## src/common/vps_pkg.sv

```systemverilog
// shared constants, register map and bus carriers for the virtual pin routing block
package vps_pkg;

  // ==========================================================================
  // pin space
  localparam int VPS_SEL_W = 8;            // width of one pin selector field
  localparam int VPS_PIN_COUNT = 256;      // every selector code names one pin index
  localparam int VPS_VPIN_COUNT = 6;       // virtual pins per core
  localparam int VPS_INTERNAL_FIRST = 1;   // first index tied to internal core signals
  localparam int VPS_INTERNAL_COUNT = 13;  // indices 1 to 13
  localparam int VPS_PAD_BASE = 14;        // first index that samples a package pad
  localparam int VPS_SLAVE_VPIN_BASE = 170;  // indices 170 to 175
  localparam int VPS_MASTER_VPIN_BASE = 176; // indices 176 to 181

  // ==========================================================================
  // register map, byte addresses on the register bus
  localparam int VPS_ADDR_W = 8;
  localparam logic [VPS_ADDR_W-1:0] VPS_OFS_SEL7 = 8'h00;
  localparam logic [VPS_ADDR_W-1:0] VPS_OFS_SEL8 = 8'h04;
  localparam logic [VPS_ADDR_W-1:0] VPS_OFS_VOUT_LO = 8'h08;
  localparam logic [VPS_ADDR_W-1:0] VPS_OFS_VOUT_HI = 8'h0C;
  localparam logic [VPS_ADDR_W-1:0] VPS_OFS_STATUS = 8'h10;

  // field positions inside the two input select registers
  localparam int VPS_CAPTURE_LSB = 8;      // bits 15-8
  localparam int VPS_TIMER_CLK_LSB = 0;    // bits 7-0

  // reset values
  localparam logic [15:0] VPS_SEL7_RESET = 16'h0000;
  localparam logic [15:0] VPS_SEL8_RESET = 16'h0000;
  localparam logic [47:0] VPS_VOUT_RESET = 48'h0000_0000_0000;

  // bus responses
  localparam logic [1:0] VPS_RESP_OKAY = 2'h0;
  localparam logic [1:0] VPS_RESP_SLVERR = 2'h2;

  // ==========================================================================
  // register bus carriers, master to slave and slave to master
  typedef struct packed {
    logic awvalid;
    logic [VPS_ADDR_W-1:0] awaddr;
    logic [2:0] awprot;
    logic wvalid;
    logic [31:0] wdata;
    logic [3:0] wstrb;
    logic bready;
    logic arvalid;
    logic [VPS_ADDR_W-1:0] araddr;
    logic [2:0] arprot;
    logic rready;
  } vps_axil_m2s_type;

  typedef struct packed {
    logic awready;
    logic wready;
    logic bvalid;
    logic [1:0] bresp;
    logic arready;
    logic rvalid;
    logic [31:0] rdata;
    logic [1:0] rresp;
  } vps_axil_s2m_type;

endpackage : vps_pkg

```

## src/core/vps_pad_sync.sv

```systemverilog
// two stage synchroniser for the package pads that feed the pin space
`timescale 1ns/1ps
`default_nettype none

module vps_pad_sync #(
  parameter int WIDTH = 32
) (
  // clock and reset
  input wire logic aclk,
  input wire logic aresetn,
  // pads and their synchronised copy
  input wire logic [WIDTH-1:0] pad_in,
  output logic [WIDTH-1:0] pad_sync
);

  // ==========================================================================
  // state
  typedef struct packed {
    logic [WIDTH-1:0] first;
    logic [WIDTH-1:0] second;
  } vps_sync_state_type;

  vps_sync_state_type state_q;
  vps_sync_state_type state_d;

  if (WIDTH < 1) begin : g_check
    $error("vps_pad_sync needs at least one pad");
  end

  // first stage is only read by the second, never by routing logic
  always_comb begin
    state_d.first = pad_in;
    state_d.second = state_q.first;
  end

  always_ff @(posedge aclk) begin
    if (!aresetn) begin
      state_q <= '0;
    end else begin
      state_q <= state_d;
    end
  end

  assign pad_sync = state_q.second;

endmodule : vps_pad_sync

`default_nettype wire

```

## src/core/vps_pin_mux.sv

```systemverilog
// one selector: picks the pin whose index equals the selector code
`timescale 1ns/1ps
`default_nettype none

module vps_pin_mux
  import vps_pkg::*;
#(
  parameter int SEL_W = 8,
  parameter int PIN_COUNT = 256
) (
  // whole pin space
  input wire logic [PIN_COUNT-1:0] pins,
  // selector code and routed level
  input wire logic [SEL_W-1:0] sel,
  output logic routed
);

  // every code must name a pin, so no out-of-range index can occur
  if (PIN_COUNT != (1 << SEL_W)) begin : g_check
    $error("vps_pin_mux needs one pin per selector code");
  end

  // identity mapping from code to pin index
  assign routed = pins[sel]; // see [RQ13]

endmodule : vps_pin_mux

`default_nettype wire

```

## src/core/vps_routing.sv

```systemverilog
// virtual pin routing with capture and timer clock input selection behind a register bus
`timescale 1ns/1ps
`default_nettype none

// What this block does
// [RQ1] six master virtual pins 176-181 select exactly like ordinary remappable pins
// [RQ2] virtual pins stay inside the chip; no pad is driven or sampled by them
// [RQ3] a peripheral output placed on a virtual pin can feed another peripheral input
// [RQ4] slave fabric receives master virtual outputs 5..0 as its inputs 175..170
// [RQ5] pin indices 1 to 13 carry internal signals from both cores
// [RQ6] pins 181 down to 176 carry master virtual outputs 5 down to 0
// [RQ7] pins 175 down to 170 carry slave virtual outputs 5 down to 0
// [RQ8] slave transmitter reaches master receiver through a virtual pin, no pad used
// [RQ9] seventh select register bits 15-8 choose capture unit 5 capture input
// [RQ10] seventh select register bits 7-0 choose capture unit 5 timer clock input
// [RQ11] eighth select register bits 15-8 choose capture unit 6 capture input
// [RQ12] eighth select register bits 7-0 choose capture unit 6 timer clock input
// [RQ13] selector value routes the pin with that same index
module vps_routing
  import vps_pkg::*;
#(
  parameter int NUM_PADS = 32,
  parameter int NUM_PERIPH_OUT = 32
) (
  // clock and reset
  input wire logic aclk,
  input wire logic aresetn,
  // register bus
  input wire vps_pkg::vps_axil_m2s_type axil_m2s,
  output vps_pkg::vps_axil_s2m_type axil_s2m,
  // package pads, asynchronous to aclk
  input wire logic [NUM_PADS-1:0] remappable_pin,
  // internal signals from both cores for pin indices 1 to 13
  input wire logic [VPS_INTERNAL_COUNT-1:0] core_internal_pin,
  // master peripheral outputs that may be placed on a virtual pin
  input wire logic [NUM_PERIPH_OUT-1:0] periph_out,
  // slave fabric virtual outputs 5..0, same clock
  input wire logic [VPS_VPIN_COUNT-1:0] slave_virtual_remap_output,
  // master virtual outputs handed to the slave fabric as its inputs 175..170
  output logic [VPS_VPIN_COUNT-1:0] slave_fabric_virtual_in,
  // routed peripheral inputs
  output logic capture5_input,
  output logic timer5_clock_input,
  output logic capture6_input,
  output logic timer6_clock_input
);
  import vps_pkg::*;

  // ==========================================================================
  // elaboration checks
  if (VPS_PAD_BASE + NUM_PADS > VPS_SLAVE_VPIN_BASE) begin : g_pad_check
    $error("vps_routing: pads would overlap the virtual pin indices");
  end
  if (NUM_PERIPH_OUT < 1 || NUM_PERIPH_OUT > VPS_PIN_COUNT - 1) begin : g_out_check
    $error("vps_routing: peripheral output count must be 1 to 255");
  end

  // ==========================================================================
  // state
  typedef struct packed {
    logic [VPS_ADDR_W-1:0] aw_addr;
    logic aw_have;
    logic [31:0] w_data;
    logic [3:0] w_strb;
    logic w_have;
    logic bvalid;
    logic [1:0] bresp;
    logic rvalid;
    logic [1:0] rresp;
    logic [31:0] rdata;
    logic [15:0] sel7;                // input_select_reg_seven
    logic [15:0] sel8;                // input_select_reg_eight
    logic [47:0] vout_sel;            // one byte per master virtual pin
    logic [3:0] routed;               // capture5, timer5, capture6, timer6
    logic [VPS_VPIN_COUNT-1:0] slave_vin;
  } vps_top_state_type;

  vps_top_state_type state_q;
  vps_top_state_type state_d;

  // ==========================================================================
  // pad synchroniser
  logic [NUM_PADS-1:0] pad_sync;

  vps_pad_sync #(
    .WIDTH(NUM_PADS)
  ) u_pad_sync (
    .aclk(aclk),
    .aresetn(aresetn),
    .pad_in(remappable_pin),
    .pad_sync(pad_sync)
  );

  // ==========================================================================
  // master virtual pins
  logic [VPS_PIN_COUNT-1:0] periph_space;
  logic [VPS_VPIN_COUNT-1:0] master_vpin;

  // code 0 leaves a virtual pin low, code k carries peripheral output k-1
  always_comb begin
    periph_space = '0;
    periph_space[NUM_PERIPH_OUT:1] = periph_out;
  end

  for (genvar g = 0; g < VPS_VPIN_COUNT; g++) begin : g_vpin
    logic [VPS_SEL_W-1:0] out_code;
    assign out_code = state_q.vout_sel[g*VPS_SEL_W +: VPS_SEL_W];
    // a virtual pin behaves as any pin output, but has no pad driver at all
    assign master_vpin[g] = periph_space[out_code]; // see [RQ1] see [RQ2] see [RQ3]
  end

  // ==========================================================================
  // pin space seen by every input selector
  logic [VPS_PIN_COUNT-1:0] pin_space;

  // index 0 and all unused indices read low
  always_comb begin
    pin_space = '0;
    pin_space[VPS_INTERNAL_FIRST +: VPS_INTERNAL_COUNT] = core_internal_pin; // see [RQ5]
    pin_space[VPS_PAD_BASE +: NUM_PADS] = pad_sync;
    // slave virtual outputs 5..0 land on 175..170, lets a slave transmitter feed us
    pin_space[VPS_SLAVE_VPIN_BASE +: VPS_VPIN_COUNT] = slave_virtual_remap_output; // see [RQ7] see [RQ8]
    // master virtual outputs 5..0 land on 181..176, fed back without a pad
    pin_space[VPS_MASTER_VPIN_BASE +: VPS_VPIN_COUNT] = master_vpin; // see [RQ6] see [RQ3]
  end

  // ==========================================================================
  // the four peripheral input selectors
  logic [3:0] routed_now;

  vps_pin_mux #(
    .SEL_W(VPS_SEL_W),
    .PIN_COUNT(VPS_PIN_COUNT)
  ) u_mux_cap5 (
    .pins(pin_space),
    .sel(state_q.sel7[VPS_CAPTURE_LSB +: VPS_SEL_W]), // see [RQ9]
    .routed(routed_now[3])
  );

  vps_pin_mux #(
    .SEL_W(VPS_SEL_W),
    .PIN_COUNT(VPS_PIN_COUNT)
  ) u_mux_tck5 (
    .pins(pin_space),
    .sel(state_q.sel7[VPS_TIMER_CLK_LSB +: VPS_SEL_W]), // see [RQ10]
    .routed(routed_now[2])
  );

  vps_pin_mux #(
    .SEL_W(VPS_SEL_W),
    .PIN_COUNT(VPS_PIN_COUNT)
  ) u_mux_cap6 (
    .pins(pin_space),
    .sel(state_q.sel8[VPS_CAPTURE_LSB +: VPS_SEL_W]), // see [RQ11]
    .routed(routed_now[1])
  );

  vps_pin_mux #(
    .SEL_W(VPS_SEL_W),
    .PIN_COUNT(VPS_PIN_COUNT)
  ) u_mux_tck6 (
    .pins(pin_space),
    .sel(state_q.sel8[VPS_TIMER_CLK_LSB +: VPS_SEL_W]), // see [RQ12]
    .routed(routed_now[0])
  );

  // ==========================================================================
  // byte lane merge for register writes
  function automatic logic [31:0] vps_merge(input logic [31:0] old_val,
                                            input logic [31:0] new_val,
                                            input logic [3:0] strb);
    logic [31:0] res;
    res = old_val;
    for (int b = 0; b < 4; b++) begin
      if (strb[b]) begin
        res[b*8 +: 8] = new_val[b*8 +: 8];
      end
    end
    return res;
  endfunction : vps_merge

  // ==========================================================================
  // bus handshakes; address and data are taken in either order
  logic aw_take;
  logic w_take;
  logic ar_take;
  logic aw_now;
  logic w_now;
  logic [VPS_ADDR_W-1:0] wr_addr;
  logic [31:0] wr_data;
  logic [3:0] wr_strb;

  // one write and one read in flight; a pending response blocks new requests
  assign axil_s2m.awready = !state_q.aw_have && !state_q.bvalid;
  assign axil_s2m.wready = !state_q.w_have && !state_q.bvalid;
  assign axil_s2m.arready = !state_q.rvalid;
  assign axil_s2m.bvalid = state_q.bvalid;
  assign axil_s2m.bresp = state_q.bresp;
  assign axil_s2m.rvalid = state_q.rvalid;
  assign axil_s2m.rresp = state_q.rresp;
  assign axil_s2m.rdata = state_q.rdata;

  assign aw_take = axil_m2s.awvalid && axil_s2m.awready;
  assign w_take = axil_m2s.wvalid && axil_s2m.wready;
  assign ar_take = axil_m2s.arvalid && axil_s2m.arready;
  assign aw_now = state_q.aw_have || aw_take;
  assign w_now = state_q.w_have || w_take;
  assign wr_addr = state_q.aw_have ? state_q.aw_addr : axil_m2s.awaddr;
  assign wr_data = state_q.w_have ? state_q.w_data : axil_m2s.wdata;
  assign wr_strb = state_q.w_have ? state_q.w_strb : axil_m2s.wstrb;

  // ==========================================================================
  // next state
  always_comb begin
    logic [31:0] merged;
    merged = '0;
    state_d = state_q;

    // hold a lone address or data beat until its partner arrives
    if (aw_take) begin
      state_d.aw_addr = axil_m2s.awaddr;
      state_d.aw_have = 1'b1;
    end
    if (w_take) begin
      state_d.w_data = axil_m2s.wdata;
      state_d.w_strb = axil_m2s.wstrb;
      state_d.w_have = 1'b1;
    end

    // write completes when both halves are present
    if (aw_now && w_now && !state_q.bvalid) begin
      state_d.aw_have = 1'b0;
      state_d.w_have = 1'b0;
      state_d.bvalid = 1'b1;
      state_d.bresp = VPS_RESP_OKAY;
      unique case (wr_addr & ~8'h03)
        VPS_OFS_SEL7: begin
          merged = vps_merge({16'h0000, state_q.sel7}, wr_data, wr_strb);
          state_d.sel7 = merged[15:0]; // see [RQ9] see [RQ10]
        end
        VPS_OFS_SEL8: begin
          merged = vps_merge({16'h0000, state_q.sel8}, wr_data, wr_strb);
          state_d.sel8 = merged[15:0]; // see [RQ11] see [RQ12]
        end
        VPS_OFS_VOUT_LO: begin
          state_d.vout_sel[31:0] = vps_merge(state_q.vout_sel[31:0], wr_data, wr_strb);
        end
        VPS_OFS_VOUT_HI: begin
          merged = vps_merge({16'h0000, state_q.vout_sel[47:32]}, wr_data, wr_strb);
          state_d.vout_sel[47:32] = merged[15:0];
        end
        default: begin
          state_d.bresp = VPS_RESP_SLVERR; // status and unmapped words take no write
        end
      endcase
    end else if (state_q.bvalid && axil_m2s.bready) begin
      state_d.bvalid = 1'b0;
    end

    // read answer is registered one cycle after the address is taken
    if (ar_take) begin
      state_d.rvalid = 1'b1;
      state_d.rresp = VPS_RESP_OKAY;
      unique case (axil_m2s.araddr & ~8'h03)
        VPS_OFS_SEL7: state_d.rdata = {16'h0000, state_q.sel7};
        VPS_OFS_SEL8: state_d.rdata = {16'h0000, state_q.sel8};
        VPS_OFS_VOUT_LO: state_d.rdata = state_q.vout_sel[31:0];
        VPS_OFS_VOUT_HI: state_d.rdata = {16'h0000, state_q.vout_sel[47:32]};
        VPS_OFS_STATUS: begin
          state_d.rdata = {16'h0000, state_q.slave_vin, master_vpin, state_q.routed};
        end
        default: begin
          state_d.rdata = 32'h0000_0000;
          state_d.rresp = VPS_RESP_SLVERR;
        end
      endcase
    end else if (state_q.rvalid && axil_m2s.rready) begin
      state_d.rvalid = 1'b0;
    end

    // routed levels leave through flip-flops
    state_d.routed = routed_now;
    state_d.slave_vin = master_vpin; // see [RQ4]
  end

  // ==========================================================================
  // state register
  always_ff @(posedge aclk) begin
    if (!aresetn) begin
      state_q <= '0;
      state_q.sel7 <= VPS_SEL7_RESET;
      state_q.sel8 <= VPS_SEL8_RESET;
      state_q.vout_sel <= VPS_VOUT_RESET;
    end else begin
      state_q <= state_d;
    end
  end

  // ==========================================================================
  // outputs
  assign capture5_input = state_q.routed[3];
  assign timer5_clock_input = state_q.routed[2];
  assign capture6_input = state_q.routed[1];
  assign timer6_clock_input = state_q.routed[0];
  // slave fabric sees master virtual output k as its input 170+k
  assign slave_fabric_virtual_in = state_q.slave_vin; // see [RQ4]

endmodule : vps_routing

`default_nettype wire

```

## config.mk

```make
export PLATFORM = sky130hd
export DESIGN_NAME = vps_routing
export DESIGN_NICKNAME = d
export VERILOG_FILES = /design/src/common/vps_pkg.sv /design/src/core/vps_pad_sync.sv /design/src/core/vps_pin_mux.sv /design/src/core/vps_routing.sv
export SDC_FILE = /design/constraint.sdc
export NUM_CORES = 1
export LEC_CHECK = 0
export BUFFER_PORTS_ARGS = -buffer_cell sky130_fd_sc_hd__buf_4
export CORE_MARGIN = 8
export CORE_UTILIZATION = 50
export CTS_BUF_LIST = sky130_fd_sc_hd__clkbuf_2
export DETAILED_ROUTE_END_ITERATION = 8
export PLACE_DENSITY = 0.71
export SYNTH_ARGS = -nofsm -noshare
export SYNTH_HDL_FRONTEND = slang
export SYNTH_SLANG_ARGS = --single-unit
```

## constraint.sdc

```tcl
create_clock -name aclk -period 5.2 [get_ports aclk]
set_input_delay 0.78 -clock aclk [delete_from_list [all_inputs] [get_ports aclk]]
set_output_delay 0.78 -clock aclk [all_outputs]
set_load 0.005 [all_outputs]
```

Word-level counts from Yosys, hierarchy flattened
Cells that the tools add are included.

Register bits: 238. Latch bits: 0. Bits in writable memories: 0. Bits in read-only memories: 0. Output and inout bits: 51. Memories: 0.

Add/subtract/negate cells: 0. $mul: 0. Div/mod/pow operators: 0. Magnitude comparators: 10. Equal/unequal tests: 7. Shifts and indexed selects: 0. Multiplexer cells: 30. Bitwise operators: 1. Reduce and logical (&&, ||, !) cells: 32.

Operators by type and width (number): one-hot mux 32 bit (5 select lines) (1); less-than comparator 8 x 9 -> 1 bit, second input constant (10); binary-select mux 1 bit (select 8 bit) (10); two-way mux 32 bit (1); AND reduction 3 bit (10); == test 6 x 2 -> 1 bit, second input constant (4); zero test 8 bit (2); two-way mux 1 bit (14); == test 6 x 1 -> 1 bit, second input constant (2); logical AND 1 bit (9); two-way mux 8 bit (1); == test 6 x 3 -> 1 bit, second input constant (1); OR reduction 5 bit (1); zero test 1 bit (4); two-way mux 2 bit (2); two-way mux 4 bit (1); nonzero test 2 bit (2); OR reduction 4 bit (1); logical OR 1 bit (2); OR reduction 2 bit (1); inverter 1 bit (1).

Longest topological paths before layout
Depth after elaboration: 7. Mapped depth: 9.

Cells and area by module
A second synthesis with hierarchy kept.

Cell total of the unflattened synthesis: 1991. Area total of the unflattened synthesis: 20128.1 µm².

Modules (own cells, without submodules): vps_routing (times used 1, cells each 977, area each 9447.8 µm², seq. area each 3403.3 µm²); vps_pin_mux (times used 4, cells each 220, area each 2222.1 µm², seq. area each 0.0 µm²); vps_pad_sync (times used 1, cells each 134, area each 1791.7 µm², seq. area each 1281.2 µm²).

Worst setup path before layout
No wires, ideal clock.

Kind: input to register. Start: input port periph_out[25]. End: register state_q, in the netlist capture6_input. Setup time: 0.131 ns. Arrival: 2.239 ns. Required time: 5.069 ns. Slack: 2.830 ns. Cell stages on the path: 6. Path through: mux4_1 mux4_2 o22ai_4 o21ai_1 a31oi_1 a21oi_1.

Word-level cells in the longest chain between the ends: 4. Elaborated cells between the ends (all ways): 14.

RTL lines: start, declared (line vps_routing.sv:36) `input wire logic [NUM_PERIPH_OUT-1:0] periph_out,`; binary-select mux 1 bit (select 8 bit) (line vps_routing.sv:109) `assign master_vpin[g] = periph_space[out_code];`; two-way mux 1 bit (not written as such) (line vps_routing.sv:109); binary-select mux 1 bit (select 8 bit) * (line vps_pin_mux.sv:24) `assign routed = pins[sel];`; two-way mux 1 bit (not written as such) * (line vps_pin_mux.sv:24); end signal, assigned (line vps_routing.sv:295) `state_q <= state_d;`; end, declared (line vps_routing.sv:78) `vps_top_state_type state_q;`.

Every way passes the cells marked *; elsewhere a longest branch is shown, timed or not. The select of a mux whose other input is x is not followed. A chain may end at the register's enable or synchronous reset.

Worst setup path in the final report
Start: register state_q, in the netlist g_vpin[3].out_code[1]. End: register state_q, in the netlist timer6_clock_input.

Word-level cells in the longest chain between the ends: 4.

RTL lines (line): binary-select mux 1 bit (select 8 bit) (vps_routing.sv:109); two-way mux 1 bit (not written as such) (vps_routing.sv:109); binary-select mux 1 bit (select 8 bit) (vps_pin_mux.sv:24); two-way mux 1 bit (not written as such) (vps_pin_mux.sv:24).

No other way between the ends. The select of a mux whose other input is x is not followed.

==> impl_metrics.toml <==
[placed_design]
dpl_cell_area_sq_um = 13900
io_buffer_count = 186
dp_hpwl_um = 26600
preCtsSetupSlack_ns = 2.15
placed_cells = 1706
place_congestion = 0.932

[synth]
yosysMostFrequentCell = "dfxtp_1"
syn_inst = 1324
synthTopCellsByArea = "dfxtp_1 (36%), mux4_2 (14%), mux2i_1 (7.7%)"
synth-seq-area-share_pct = 36.1
yosysTopAreaCell = "dfxtp_1"
synth_cell_types = 87
netlist.area_leader.share_pct = 36.1
synth_flop_cell = "dfxtp_1"
avgSynthCellArea_sq_um = 9.79
synth_seq_cells = 234
netlist_area_sq_um = 13000
async_flop_share_pct = 0
synth_edf_count = 0
yosys_warnings = 0
yosys-top-cells-count = "dfxtp_1 (234), nand2_1 (135), nor2_1 (127), mux2i_1 (100), a211oi_1 (84)"

[floorplanning]
io_pins = 199
floorplan.die.height_um = 177
start_util_pct = 50.3
dieArea_sq_um = 31300
die_x_um = 177
rows = 59
core_sq_um = 25800

[clock_network]
post-cts-setup-buffers = 0
cts_tree = "done"
ctsHoldBuffers = 0
clk_pin_slew_ns = 0.10
clockBufferDepth = 3
clock-root-buffer = "clkbuf_2"
cts_max_level = 2
cts-buffers-inserted = 57
cts_resized = 0
insertion_delay_ns = 0.87
clkSinkCount = 234

[routing]
drc_errors = 0
wire_per_inst_um = 20.6
drt_first_iter_violations = 1106
ant_nets = 0
drt-pass1-iter-count = 5
vias = 10900
vias_per_cell = 6.04
totalWireLength_um = 37100

[cells_and_area]
nets = 1578
stdcell_count = 1802
syn_to_final_growth_pct = 11.2
n_fill_cell = 2303
drive_gt1_share_pct = 26.9
postLayoutCoreUtil_pct = 56.0
fin_area_sq_um = 14400

[sta]
worst_slew_pin_slew_ns = 1.14
max_slew_margin_pct = 23.8
slew_viol_final = 0
setup_violations = 0
hold_viol_final = 0
hold_slack_ns = 0.102
fin_ws_ns = 2.32
fmax_ghz = 0.347
period_minus_slack_ns = 2.88
finalClockSkew_ns = 0.0474
rsz0062_at_grt = "no"
layout_worst_path_cycle_share_pct = 55.4
fin_setup_tns_ns = 0

[global_routing]
grt_max_degree = 87
grt_pass1_vias = 10500
track_usage_pct = 23.1
grt-ovfl-total = 0
antenna_found_initial = 1
grt_pass1_wl_um = 57800

[setup_path]
cp_max_fo = 13
cp.required_ns = 5.91
path_class = "reg2reg"
cp-end-kind = "register"
cp.arrival_ns = 3.59
start_kind = "register"

[pwr]
finalPower_mw = 3.57
ir_drop_uv = 201
comb_power_share_pct = 13.5
p_int_mw = 2.54
swShare_pct = 28.9
power-per-cell-area_nw_per_um2 = 248
p_seq_share_pct = 53.4
leakagePower_nw = 5.00
switching_power_mw = 1.03
pwr-share-clk_pct = 33.1

[run_status]
status = "complete, no violations"

[min_path]
hold_path_class = "in2reg"

[run]
cap_violations = 0
power by group through the flow:
stage          Clock (mW)  Sequential, mW  Combinational, mW
2_1_floorplan           0            1.92              0.307
3_3_place_gp            0            1.94              0.473
3_5_place_dp            0            1.95              0.481
4_1_cts              1.21            1.91              0.483
5_1_grt              1.30            1.92              0.526
6_report             1.18            1.91              0.484
final cells by class:
cell class                 count  area [sq um]  area share, %
clock inverter                19           115          0.798
antenna                        1          2.50         0.0174
inverter                      21          81.3          0.564
multi-input combinational    919          7260           50.3
timing repair buffer         197          1480           10.3
tap                          335           419           2.91
clock buffer                  76           380           2.64
sequential                   234          4690           32.5
critical path: stages, from the launching register on:
cell and delay (ns):
dfxtp_1 0.81, mux4_2 0.58, nand2_1 0.08, a21oi_1 0.08
o32ai_2 0.72, mux2i_1 0.18, a31oi_1 0.21, a21oi_1 0.08
routing by layer:
metal  up-vias  routed length, um  GRT usage [%]
met2       583              16700           34.8
met5         -                  0              0
met1      5139              15600           31.6
li1       5078                  -              -
met3        80               3760           5.78
met4         0                969           8.72
cell families (layout without fill, tap and decap cells):
group | Yosys count | in the layout | share of synthesized area, %
other | 1 | 3 | 0.0289
flip-flops | 234 | 234 | 36.1
AO/OA/AOI/OAI | 300 | 300 | 16.2
buffers and inverters | 172 | 313 | 7.94
AND/OR/NAND/NOR | 421 | 421 | 15.8
multiplexers | 196 | 196 | 23.8
final timing paths:
path,from,to,slack [ns],depth (start not counted)
setup / recovery,g_vpin[3].out_code[1],timer6_clock_input,2.32,7
hold / removal,axil_m2s[0],axil_s2m[34],0.10,2
setup reg to reg,g_vpin[3].out_code[1],timer6_clock_input,2.32,7
hold reg to reg,u_pad_sync.state_d[21],u_pad_sync.pad_sync[21],0.43,1
cells in the final DEF (no fill, tap or decap), types with 7 or more instances in the layout:
| master | n |
|---|---|
| mux4_1 | 7 |
| clkinv_1 | 13 |
| mux2_2 | 7 |
| mux4_2 | 80 |
| buf_4 | 197 |
| a221oi_1 | 11 |
| nor2b_1 | 9 |
| and2_1 | 70 |
| nand3_1 | 21 |
| nand2_1 | 135 |
| dfxtp_1 | 233 |
| mux2i_1 | 100 |
| o21ai_0 | 33 |
| nor2_1 | 127 |
| nor3_1 | 10 |
| a31oi_1 | 18 |
| a22oi_1 | 18 |
| clkbuf_2 | 76 |
| inv_1 | 20 |
| a211oi_1 | 84 |
| o21ai_1 | 8 |
| a21oi_1 | 67 |
registers in the layout, indices dropped and copies added (netlist names):
name / count
axil_s2m: 36
capture5_input: 1
capture6_input: 1
g_vpin.out_code: 48
slave_fabric_virtual_in: 6
state_q: 76
timer5_clock_input: 1
timer6_clock_input: 1
u_pad_sync.pad_sync: 32
u_pad_sync.state_d: 32
Note: power is estimated with default switching activity, not from simulation.
